### src/include/sdlc_defines.vh
// Purpose: constants for the serial dac load control block
// Assumes: 20 MHz system clock
// Notes:   frame format msb first: rw, 3-bit address, 20-bit data
`ifndef SDLC_DEFINES_VH
`define SDLC_DEFINES_VH

`define SDLC_FRAME_BITS     24
`define SDLC_DATA_BITS      20
`define SDLC_RW_BIT         23
`define SDLC_ADDR_MSB       22
`define SDLC_ADDR_LSB       20
`define SDLC_ADDR_W         3
`define SDLC_DATA_MSB       19

`define SDLC_ADDR_DAC       3'h1
`define SDLC_ADDR_CTRL      3'h2
`define SDLC_ADDR_PRESET    3'h4

`define SDLC_CTRL_TWOS_BIT  1

`define SDLC_DAC_RESET      20'h00000
`define SDLC_CTRL_RESET     20'h00000
`define SDLC_PRESET_RESET   20'h00000
`define SDLC_MIDSCALE       20'h80000

`endif

### src/rtl/sdlc_regfile.v
// Purpose: small register store holding dac, control and preset words
// Assumes: single write port, registered read port
// Notes:   read data comes out of a register, one cycle after the address
`timescale 1ns/1ps
`include "sdlc_defines.vh"

module sdlc_regfile #(
    parameter WIDTH = 20,
    parameter ADDR_W = 3
) (
    input  wire              clk_in,
    input  wire              rst_n_in,
    input  wire              wr_en_in,
    input  wire [ADDR_W-1:0] wr_addr_in,
    input  wire [WIDTH-1:0]  wr_data_in,
    input  wire [ADDR_W-1:0] rd_addr_in,
    output reg  [WIDTH-1:0]  rd_data_out
);
    localparam DEPTH = 1 << ADDR_W;
    wire [WIDTH*DEPTH-1:0] flat;
    genvar i;

    generate
        for (i = 0; i < DEPTH; i = i + 1) begin : g_word
            // each word owns its register, so every word has one driver
            reg [WIDTH-1:0] word;
            always @(posedge clk_in) begin
                if (!rst_n_in) begin
                    word <= {WIDTH{1'b0}};
                end else if (wr_en_in && wr_addr_in == i) begin
                    word <= wr_data_in;
                end
            end
            assign flat[i*WIDTH +: WIDTH] = word;
        end
    endgenerate

    always @(posedge clk_in) begin
        if (!rst_n_in) begin
            rd_data_out <= {WIDTH{1'b0}};
        end else begin
            rd_data_out <= flat[rd_addr_in*WIDTH +: WIDTH];
        end
    end
endmodule

### src/rtl/sdlc_top.v
// Purpose: serial write link, input and dac registers, load and preset control
// Assumes: link pins asynchronous to CLOCK_IN, sampled through two flip-flops
// Notes:   sclk must stay well below CLOCK_IN/4 for edges to be seen
//
// Contract
// while reset is low all logic returns to its power-on state.
// preset_force_n low loads the dac register with the preset word at once.
// the preset word is taken in binary or twos complement per control coding.
// with output_load_n held low the dac register updates on frame select rise.
// with output_load_n high in a frame only the input register updates.
// the serial input shift register is 24 bits long.
// serial input is sampled on each falling edge of the serial clock.
// serial output changes on each rising edge of the serial clock.
// shift data is taken only while frame select stays low.
// the host keeps the write serial clock at or below 35 MHz.
// a frame is rw flag, 3-bit address, 20-bit data, msb first.
// the host keeps the readback serial clock at or below 16 MHz.
// only frames of exactly 24 falling edges take effect.
`timescale 1ns/1ps
`include "sdlc_defines.vh"

module sdlc_top #(
    parameter FRAME_BITS = `SDLC_FRAME_BITS,
    parameter DATA_BITS  = `SDLC_DATA_BITS
) (
    // system
    input  wire                 CLOCK_IN,
    input  wire                 RESET_N_IN,
    // serial link
    input  wire                 FRAME_SEL_N_IN,
    input  wire                 SERIAL_CLK_IN,
    input  wire                 SERIAL_IN,
    output reg                  SERIAL_OUT,
    output reg                  SERIAL_OUT_OE_OUT,
    // load and preset controls
    input  wire                 OUTPUT_LOAD_N_IN,
    input  wire                 PRESET_FORCE_N_IN,
    // dac code toward the analog core
    output reg  [DATA_BITS-1:0] DAC_CODE_OUT,
    output reg                  DAC_UPDATE_OUT
);
    localparam ST_IDLE  = 3'b001;
    localparam ST_SHIFT = 3'b010;
    localparam ST_DONE  = 3'b100;
    // readback counter marks: armed after a read frame, then one count per rise
    localparam [4:0] RD_START = FRAME_BITS[4:0];
    localparam [4:0] RD_ARM   = RD_START + 5'h01;

    // two-stage synchronisers for all input pins except RESET_N_IN
    reg [1:0] sync_fs;
    reg [1:0] sync_sck;
    reg [1:0] sync_sdi;
    reg [1:0] sync_ld;
    reg [1:0] sync_clr;
    reg       fs_d;
    reg       sck_d;
    reg       ld_d;

    reg [2:0]            state;
    reg [FRAME_BITS-1:0] shift;
    reg [4:0]            bit_cnt;
    reg                  cnt_over;
    reg [DATA_BITS-1:0]  input_reg;
    reg                  load_pending;
    reg                  twos_coding;
    reg [DATA_BITS-1:0]  preset_word;
    reg [DATA_BITS-1:0]  read_word;
    reg [4:0]            read_cnt;

    wire fs_n   = sync_fs[1];
    wire sck    = sync_sck[1];
    wire sdi    = sync_sdi[1];
    wire ld_n   = sync_ld[1];
    wire clr_n  = sync_clr[1];
    wire fs_fall  = fs_d & ~fs_n;
    wire fs_rise  = ~fs_d & fs_n;
    wire sck_fall = sck_d & ~sck;
    wire sck_rise = ~sck_d & sck;
    wire ld_fall  = ld_d & ~ld_n;

    // rw flag, address, data fields
    wire                       frame_ok = (bit_cnt == FRAME_BITS) && !cnt_over;
    wire                       is_read  = shift[`SDLC_RW_BIT];
    wire [`SDLC_ADDR_W-1:0]    addr     = shift[`SDLC_ADDR_MSB:`SDLC_ADDR_LSB];
    wire [DATA_BITS-1:0]       data     = shift[`SDLC_DATA_MSB:0];
    wire                       commit   = (state == ST_DONE) && frame_ok && !is_read;
    wire [DATA_BITS-1:0]       rd_data;

    // preset interpreted per coding; twos-complement zero is midscale
    wire [DATA_BITS-1:0] preset_code = twos_coding ? (preset_word ^ `SDLC_MIDSCALE)
                                                   : preset_word;
    wire [DATA_BITS-1:0] input_code  = twos_coding ? (input_reg ^ `SDLC_MIDSCALE)
                                                   : input_reg;

    // store keeps every written word so readback returns it
    sdlc_regfile #(
        .WIDTH  (DATA_BITS),
        .ADDR_W (`SDLC_ADDR_W)
    ) u_store (
        .clk_in      (CLOCK_IN),
        .rst_n_in    (RESET_N_IN),
        .wr_en_in    (commit),
        .wr_addr_in  (addr),
        .wr_data_in  (data),
        .rd_addr_in  (addr),
        .rd_data_out (rd_data)
    );

    always @(posedge CLOCK_IN) begin
        // synchronous return to power-on state
        if (!RESET_N_IN) begin
            sync_fs  <= 2'h3;
            // link clock idles high; matching it avoids a false rise after reset
            sync_sck <= 2'h3;
            sync_sdi <= 2'h0;
            sync_ld  <= 2'h3;
            sync_clr <= 2'h3;
            fs_d     <= 1'b1;
            sck_d    <= 1'b1;
            ld_d     <= 1'b1;
        end else begin
            sync_fs  <= {sync_fs[0], FRAME_SEL_N_IN};
            sync_sck <= {sync_sck[0], SERIAL_CLK_IN};
            sync_sdi <= {sync_sdi[0], SERIAL_IN};
            sync_ld  <= {sync_ld[0], OUTPUT_LOAD_N_IN};
            sync_clr <= {sync_clr[0], PRESET_FORCE_N_IN};
            fs_d     <= fs_n;
            sck_d    <= sck;
            ld_d     <= ld_n;
        end
    end

    always @(posedge CLOCK_IN) begin
        if (!RESET_N_IN) begin
            state    <= ST_IDLE;
            shift    <= {FRAME_BITS{1'b0}};
            bit_cnt  <= 5'h00;
            cnt_over <= 1'b0;
        end else begin
            case (state)
                ST_IDLE: begin
                    if (fs_fall) begin
                        state    <= ST_SHIFT;
                        bit_cnt  <= 5'h00;
                        cnt_over <= 1'b0;
                    end
                end
                ST_SHIFT: begin
                    if (fs_rise) begin
                        state <= ST_DONE;
                    // shift only while frame select low
                    end else if (sck_fall) begin
                        // sample serial input on falling edge
                        // 24-bit shift register, msb first
                        shift <= {shift[FRAME_BITS-2:0], sdi};
                        if (bit_cnt == FRAME_BITS) begin
                            cnt_over <= 1'b1;
                        end else begin
                            bit_cnt <= bit_cnt + 5'h01;
                        end
                    end
                end
                ST_DONE: begin
                    state <= ST_IDLE;
                end
                default: begin
                    state <= ST_IDLE;
                end
            endcase
        end
    end

    // control word holds the coding select; preset word lives here too
    always @(posedge CLOCK_IN) begin
        if (!RESET_N_IN) begin
            input_reg    <= `SDLC_DAC_RESET;
            twos_coding  <= 1'b0;
            preset_word  <= `SDLC_PRESET_RESET;
            load_pending <= 1'b0;
            DAC_CODE_OUT   <= `SDLC_DAC_RESET;
            DAC_UPDATE_OUT <= 1'b0;
        end else begin
            DAC_UPDATE_OUT <= 1'b0;
            // only a frame of exactly 24 edges commits
            if (commit && addr == `SDLC_ADDR_CTRL) begin
                twos_coding <= data[`SDLC_CTRL_TWOS_BIT];
            end
            if (commit && addr == `SDLC_ADDR_PRESET) begin
                preset_word <= data;
            end
            // preset force wins over any load
            if (!clr_n) begin
                DAC_CODE_OUT   <= preset_code;
                DAC_UPDATE_OUT <= 1'b1;
                load_pending   <= 1'b0;
            end else if (commit && addr == `SDLC_ADDR_DAC) begin
                input_reg <= data;
                if (!ld_n) begin
                    // load low, update on frame select rise
                    DAC_CODE_OUT   <= twos_coding ? (data ^ `SDLC_MIDSCALE) : data;
                    DAC_UPDATE_OUT <= 1'b1;
                    // stale deferral would replay on a later load fall
                    load_pending   <= 1'b0;
                end else begin
                    // load high, hold until load falls
                    load_pending <= 1'b1;
                end
            end else if (ld_fall && load_pending) begin
                // deferred transfer on load falling edge
                DAC_CODE_OUT   <= input_code;
                DAC_UPDATE_OUT <= 1'b1;
                load_pending   <= 1'b0;
            end
        end
    end

    // readback: a read frame latches the word, the next frame shifts it out
    always @(posedge CLOCK_IN) begin
        if (!RESET_N_IN) begin
            read_word         <= {DATA_BITS{1'b0}};
            read_cnt          <= 5'h00;
            SERIAL_OUT        <= 1'b0;
            SERIAL_OUT_OE_OUT <= 1'b0;
        end else if (state == ST_DONE && frame_ok && is_read) begin
            read_cnt <= RD_ARM;
        end else if (read_cnt == RD_ARM && state == ST_IDLE) begin
            // store read data is valid one cycle after the frame closed
            read_word <= rd_data;
            read_cnt  <= RD_START;
        end else if (fs_rise) begin
            read_cnt          <= 5'h00;
            SERIAL_OUT_OE_OUT <= 1'b0;
        end else if (state == ST_SHIFT && sck_rise && read_cnt != 5'h00) begin
            // serial output changes on rising edge
            SERIAL_OUT_OE_OUT <= 1'b1;
            if (read_cnt > DATA_BITS) begin
                SERIAL_OUT <= 1'b0;
            end else begin
                SERIAL_OUT <= read_word[read_cnt[4:0] - 5'h01];
            end
            read_cnt <= read_cnt - 5'h01;
        end
    end
endmodule

### config.mk
export PLATFORM = sky130hd
export DESIGN_NAME = sdlc_top
export DESIGN_NICKNAME = d
export VERILOG_FILES = /design/src/rtl/sdlc_regfile.v /design/src/rtl/sdlc_top.v
export VERILOG_INCLUDE_DIRS = /design/src /design/src/include
export SDC_FILE = /design/constraint.sdc
export NUM_CORES = 1
export LEC_CHECK = 0
export ABC_AREA = 1
export BUFFER_PORTS_ARGS = -buffer_cell sky130_fd_sc_hd__buf_4
export CELL_PAD_IN_SITES_DETAIL_PLACEMENT = 0
export CELL_PAD_IN_SITES_GLOBAL_PLACEMENT = 1
export CORE_MARGIN = 10
export CORE_UTILIZATION = 41
export CTS_CLUSTER_DIAMETER = 40
export DETAILED_ROUTE_END_ITERATION = 10
export GPL_TIMING_DRIVEN = 0
export HOLD_SLACK_MARGIN = 0.12
export PLACE_DENSITY_LB_ADDON = 0.12
export RECOVER_POWER = 50
export SLEW_MARGIN = 5
export SYNTH_ARGS = -nofsm -noshare
export SYNTH_HDL_FRONTEND = slang
export SYNTH_SLANG_ARGS = --single-unit
### constraint.sdc
create_clock -name CLOCK_IN -period 1.9 [get_ports CLOCK_IN]
set_clock_uncertainty 0.1 [all_clocks]
set_input_delay 0.285 -clock CLOCK_IN [delete_from_list [all_inputs] [get_ports CLOCK_IN]]
set_output_delay 0.285 -clock CLOCK_IN [all_outputs]
set_load 0.005 [all_outputs]
==> flow_metrics.tcl, run 1 <==
set metrics [dict create \
    min_path_cells 1 \
    die_x_um 191.3 \
    internal_power_w 0.01203 \
    worstPathArrival_ps 2340 \
    slew_violations 0 \
    clk_pin_slew_ps 50 \
    p_comb_share_pct 3.0 \
    switchingPower_w 0.003402 \
    wl_um 42020 \
    cp-start-kind "flip-flop" \
    cts.sinks 295 \
    p_per_area_nw_per_um2 956.9 \
    required_ps 2220 \
    peakVddDrop_mv 0.6496 \
    track_usage_pct 22.28 \
    grt_start_max_net_pins 20 \
    nets 1824 \
    whs_endpoint "sync_clr[1]" \
    ios 30 \
    synth_enable_flop_cells 0 \
    fmax_mhz 494.3 \
    r2r_setup_slack_ps -120 \
    status "complete, but fails checks" \
    p_leak_nw 6.554 \
    largestRegisters "u_store.g_word.word x160, shift x24" \
    async_flop_share_pct 0 \
    violations "setup timing" \
    drt_first_pass_iters 5 \
    hold_violations 0 \
    r2r-start "shift[20]" \
    largest-register "u_store.g_word.word" \
    r2r-end "u_store.rd_data_out[0]" \
    p_clk_share_pct 56.5 \
    synth_area_leaders "dfxtp_1 (49%), nor2_1 (13%), nand2_1 (8.5%), o21ai_0 (8.4%), nand3_1 (5.4%)" \
    largest_reg_flops 160 \
    cp_cell_sequence "inv_2, nor2_4, buf_2, buf_6, nand2_1, nand3_1, o21ai_0, nor2_1" \
    hp-start "sync_clr[0]" \
    dieArea_sq_um 36590 \
    avgSynthCellArea_sq_um 7.126 \
    synth_cell_types 30 \
    crit_cells 8 \
    synthFlopType "dfxtp_1" \
    drive_above_1_share_pct 22.25 \
    synth_warnings 0 \
    yosysMostFrequentCell "nor2_1" \
    final_core_util_pct 55.89 \
    dp_slack_ps -799.2 \
    hold_path_class "flip-flop to flip-flop" \
    grt_pass1_wl_um 64110 \
    num_vias 11810 \
    core_area_sq_um 28860 \
    overflow 0 \
    slew_headroom_pct 32.45 \
    cts_max_path_buffers 3 \
    p_seq_share_pct 40.5 \
    drc 0 \
    gp_congestion 0.8649 \
    grt_pass1_vias 11210 \
    crit_family "simple AND/OR/NAND/NOR gates" \
    cp_max_fo 10 \
    ant_nets 0 \
    vias_per_cell 5.289 \
    clk_latency_ps 540 \
    wl_per_cell_um 18.83 \
    synth_nets 1700 \
    ys_ff_latch 295 \
    fin_ws_ps -123.2 \
    fin_crit_sh_pct 106.5 \
    initialDrtViolationCount 935 \
    h-tree-depth 2 \
    endpoint_kind "flip-flop" \
    slowest_stage "dfxtp_2" \
    placementRows 62 \
    r2r_cells 8 \
    worst_path_largest_cell_delay_ps 410 \
    synth_area_sq_um 12030 \
    synthCells 1688 \
    synth_common_cells "nor2_1 (404), dfxtp_1 (295), nand2_1 (273), o21ai_0 (203), nand3_1 (130)" \
    start_util_pct 41.68 \
    synth.top_cell.area_share_pct 49.10 \
    fin_setup_tns_ps -4274 \
    cts_tree "done" \
    portBuffers 29 \
    syn_to_final_growth_pct 34.08 \
    cts_root_buffer "clkbuf_16" \
    yosys.area.top_type "dfxtp_1" \
    antenna_found_initial 1 \
    ys_seq_area_share_pct 49.10 \
    die_y_um 191.3 \
    swShare_pct 22.04 \
    worst_pin_slew_ps 1013 \
    critical_path_class "flip-flop to flip-flop" \
    cap_violations 0 \
    setup_viol 89 \
    cts_buffers 47 \
    rsz0062_at_grt "true" \
    fin_crit_ps 2023 \
    hpwl_um 28160 \
    critPathBufInv 3 \
]
kinds of logic (layout without fill, tap and decap cells):
kind of cell             Yosys count  in the layout  share of synthesized area [%]
buffers and inverters            207            366                          6.771
XOR/XNOR                           4              4                         0.2913
AO/OA/AOI/OAI                    333            333                          14.97
other                              0              1                              0
AND/OR/NAND/NOR                  844            844                          28.35
adder cells (fa/ha/maj)            5              5                         0.5201
flip-flops                       295            295                          49.10
per-stage QoR:
| stage | std cells | total power (W) | hold WS, ps | cell area [sq um] |
|---|---|---|---|---|
| 2_1_floorplan | 1688 | 0.006612 | 282.6 | 12030 |
| 3_3_place_gp | 2101 | 0.006776 | 297.5 | 12730 |
| 3_5_place_dp | 2101 | 0.006780 | 298.2 | 12730 |
| 4_1_cts | 2206 | 0.01551 | 311.5 | 15130 |
| 5_1_grt | 2231 | 0.01587 | 333.9 | 16130 |
| 6_report | 2232 | 0.01543 | 308.1 | 16130 |
worst max path at each step:
| stage | from | endpoint | slack (ps) |
|---|---|---|---|
| 3_5_place_dp | shift[21] | u_store.rd_data_out[5] | -800 |
| 5_1_grt | shift[20] | DAC_CODE_OUT[13] | -200 |
| 6_report | shift[20] | u_store.rd_data_out[0] | -120 |
| 3_3_place_gp | shift[20] | u_store.rd_data_out[5] | -770 |
| 2_1_floorplan | bit_cnt[0] | input_reg[10] | 80 |
| 4_1_cts | bit_cnt[1] | DAC_CODE_OUT[5] | -70 |
power by group through the flow:
stage	Combinational, W	Clock (W)	Sequential, W
2_1_floorplan	0.000232	0	0.00638
3_3_place_gp	0.000395	0	0.00638
3_5_place_dp	0.000400	0	0.00638
4_1_cts	0.000430	0.00882	0.00626
5_1_grt	0.000505	0.00911	0.00625
6_report	0.000456	0.00872	0.00626
worst register-to-register path: stages, from the launching register on:
cell and delay (ps):
dfxtp_2 410, inv_2 70, nor2_4 150, buf_2 270, buf_6 240, nand2_1 70, nand3_1 80, o21ai_0 170
nor2_1 340
what timing repair did:
action / 4_1_cts / 5_1_grt
gates cloned: 3 / 6
hold endpoints to repair: 5 / 0
setup buffers: 16 / 19
hold buffers: 5 / 0
pin swaps: 14 / 29
resized for setup: 188 / 328
setup endpoints to repair: 266 / 253
metal layers:
| metal | share of wire (%) | vias to the layer above | wire, um | track usage [%] |
|---|---|---|---|---|
| met5 | 0 | - | 0 | 0 |
| met4 | 2.8 | 0 | 1165 | 7.662 |
| met3 | 6.3 | 96 | 2631 | 2.879 |
| met2 | 45 | 369 | 18890 | 35.34 |
| met1 | 46 | 5576 | 19340 | 30.57 |
| li1 | - | 5764 | - | - |
area by class of cell:
type	instances	area, sq um
clock buffers	60	1338
repair buffers	78	807.0
multi-input cells	1186	6112
fillers	2820	12730
clock inverters	24	279.0
diodes	1	2.502
plain buffers	123	858.3
inverters	81	336.6
flip-flops and latches	295	5914
well taps	384	480.5
placed cells by master, fill, tap and decap left out, types with 13 or more instances in the layout:
master / instances
buf_8: 13
nor2_2: 30
buf_4: 32
a21oi_2: 25
o21ai_2: 27
nand2_4: 25
nand3_1: 127
inv_1: 61
buf_6: 29
nor2_4: 26
o21ai_0: 130
clkbuf_4: 21
clkbuf_16: 54
o21ai_1: 49
nand2_2: 16
a211oi_1: 19
nor2_1: 353
a22oi_1: 17
dfxtp_1: 290
nand2_1: 231
a21oi_1: 52
clkbuf_1: 67
No activity file was read; power rests on OpenSTA's default activity.
==> run 2, diff against run 1 <==
--- a/config.mk
+++ b/config.mk
@@ -10,6 +10,7 @@
 export BUFFER_PORTS_ARGS = -buffer_cell sky130_fd_sc_hd__buf_4
 export CELL_PAD_IN_SITES_DETAIL_PLACEMENT = 0
 export CELL_PAD_IN_SITES_GLOBAL_PLACEMENT = 1
+export CORE_ASPECT_RATIO = 1.25
 export CORE_MARGIN = 10
 export CORE_UTILIZATION = 41
 export CTS_CLUSTER_DIAMETER = 40
@@ -22,3 +23,4 @@
 export SYNTH_ARGS = -nofsm -noshare
 export SYNTH_HDL_FRONTEND = slang
 export SYNTH_SLANG_ARGS = --single-unit
+export TNS_END_PERCENT = 100
==> run 2 against run 1 <==
The run still ends with setup timing left. Final cell count down 0.40%. Critical path type unchanged. Sequential cell count unchanged. Hold slack better by 11 ps. Combinational power down 5.9%. Design area down 3.9%. Die area up 0.12%. Routed wire length down 3.7%. Total power down 2.9%. Sequential power about the same.
==> flow_metrics.tcl, run 2 (synthesized netlist as in run 1, its figures left out) <==
set metrics [dict create \
    largestRegisters "u_store.g_word.word x160, shift x24" \
    cap_violations 0 \
    cp_max_fo 5 \
    syn_to_final_growth_pct 28.87 \
    required_ps 2170 \
    gp_congestion 0.8962 \
    final_core_util_pct 53.31 \
    slew_violations 0 \
    num_vias 11420 \
    largest_reg_flops 160 \
    nets 1805 \
    mostFrequentLayoutCells "nor2_1 (356), dfxtp_1 (290), nand2_1 (244), o21ai_0 (155), nand3_1 (126)" \
    core_area_sq_um 29080 \
    antenna_found_initial 0 \
    critical_path_class "flip-flop to flip-flop" \
    die_x_um 173.2 \
    r2r_cells 12 \
    peakVddDrop_mv 0.7141 \
    initialDrtViolationCount 795 \
    final_common_cell "nor2_1" \
    r2r-start "bit_cnt[1]" \
    setup.worst_path.end "input_reg[17]" \
    hpwl_um 28590 \
    postPlaceCellArea_sq_um 12740 \
    fin_area_sq_um 15500 \
    r2r_setup_slack_ps -40 \
    clk_pin_slew_ps 50 \
    diodes 0 \
    p_comb_share_pct 2.9 \
    placementRows 70 \
    rsz0062_at_grt "true" \
    clk_latency_ps 540 \
    overflow 0 \
    violations "setup timing" \
    track_usage_pct 21.45 \
    cts_root_buffer "clkbuf_16" \
    slew_headroom_pct 35.88 \
    largest-register "u_store.g_word.word" \
    dp_slack_ps -762.8 \
    wl_per_cell_um 18.21 \
    wl_um 40470 \
    hold_path_class "flip-flop to flip-flop" \
    fin_setup_tns_ps -872.4 \
    hold_violations 0 \
    p_clk_share_pct 55.4 \
    grt_pass1_wl_um 62190 \
    drc 0 \
    ios 30 \
    swShare_pct 22.64 \
    drive_above_1_share_pct 18.88 \
    fin_crit_sh_pct 102.2 \
    r2r-end "input_reg[17]" \
    ant_nets 0 \
    start_util_pct 41.37 \
    fmax_mhz 515.2 \
    p_seq_share_pct 41.7 \
    crit_start "bit_cnt[1]" \
    p_leak_nw 6.291 \
    drt_first_pass_iters 7 \
    worstPathArrival_ps 2210 \
    vias_per_cell 5.135 \
    grt_start_max_net_pins 14 \
    cts_tree "done" \
    h-tree-depth 2 \
    cts_buffers 44 \
    switchingPower_w 0.003394 \
    cp-start-kind "flip-flop" \
    portBuffers 29 \
    hold_slack_ps 318.7 \
    worst_pin_slew_ps 961.9 \
    die_y_um 211.5 \
    dieArea_sq_um 36630 \
    fin_crit_ps 1941 \
    setup_viol 48 \
    cts_max_path_buffers 3 \
    grt_pass1_vias 10910 \
    internal_power_w 0.01160 \
    p_per_area_nw_per_um2 966.9 \
    endpoint_kind "flip-flop" \
    fin_ws_ps -40.85 \
    cts.sinks 295 \
    status "complete, but fails checks" \
]
==> run 2: changes by cell type in the layout (fill, tap and decap cells not counted), sizes merged <==
cell / before / now
buf: 95 / 70
clkinvlp: 6 / 11
clkbuf: 161 / 165
clkinv: 15 / 13
bufinv: 5 / 4
diode: 1 / 0
inv: 79 / 78
==> run 2: through the flow <==
step	power (W)	std cells
2_1_floorplan	0.006612	1688
3_3_place_gp	0.006772	2113
3_5_place_dp	0.006773	2113
4_1_cts	0.01512	2212
5_1_grt	0.01545	2223
6_report	0.01499	2223
==> run 2: cell type report <==
| class | count | area [sq um] |
|---|---|---|
| fill | 2904 | 13580 |
| sequential | 295 | 5917 |
| multi-input combinational | 1186 | 5863 |
| clock buffer | 55 | 1244 |
| buffer | 121 | 778.2 |
| timing repair buffer | 64 | 584.3 |
| tap | 396 | 495.5 |
| inverter | 81 | 341.6 |
| clock inverter | 25 | 279.0 |
==> run 2: power by group through the flow <==
stage	registers (W)	clock network (W)	logic [W]
after floorplan	0.00638	0	0.000232
after global placement	0.00638	0	0.000391
after detailed placement	0.00638	0	0.000392
after CTS	0.00625	0.00846	0.000414
after global routing	0.00625	0.00872	0.000479
final	0.00625	0.00831	0.000429
==> run 2: worst min-delay path by stage <==
stage | from | endpoint | slack, ps | cells past startpoint
3_3_place_gp | sync_clr[0] | sync_clr[1] | 300 | 1
4_1_cts | sync_sdi[0] | sync_sdi[1] | 320 | 2
5_1_grt | sync_clr[0] | sync_clr[1] | 340 | 1
2_1_floorplan | SERIAL_IN | sync_sdi[0] | 280 | 2
3_5_place_dp | sync_sck[0] | sync_sck[1] | 310 | 1
6_report | sync_sck[0] | sync_sck[1] | 320 | 1
==> run 2: per-layer routing <==
layer	track usage, %	vias to the layer above	share of wire [%]
met5	0	-	0
met4	8.785	0	3.8
met3	3.797	84	5.3
met2	37.27	309	49
met1	25.75	5308	42
li1	-	5714	-
==> run 2: critical path: stages, from the launching register on <==
cell,delay [ps]
dfxtp_2,320
inv_2,70
ha_4,150
nand2_4,50
nor2_4,110
nand3_4,170
nor2_4,180
inv_2,80
nor2_4,180
nand2_4,90
buf_6,170
nand2_2,50
a21oi_1,50
==> run 2: repair_timing <==
action	in CTS	in global routing
gates resized for setup	129	258
buffers inserted	14	10
setup endpoints to repair	262	250
gates cloned	1	5
endpoints found under the hold margin	5	0
hold buffers	5	0
pin swaps	11	29
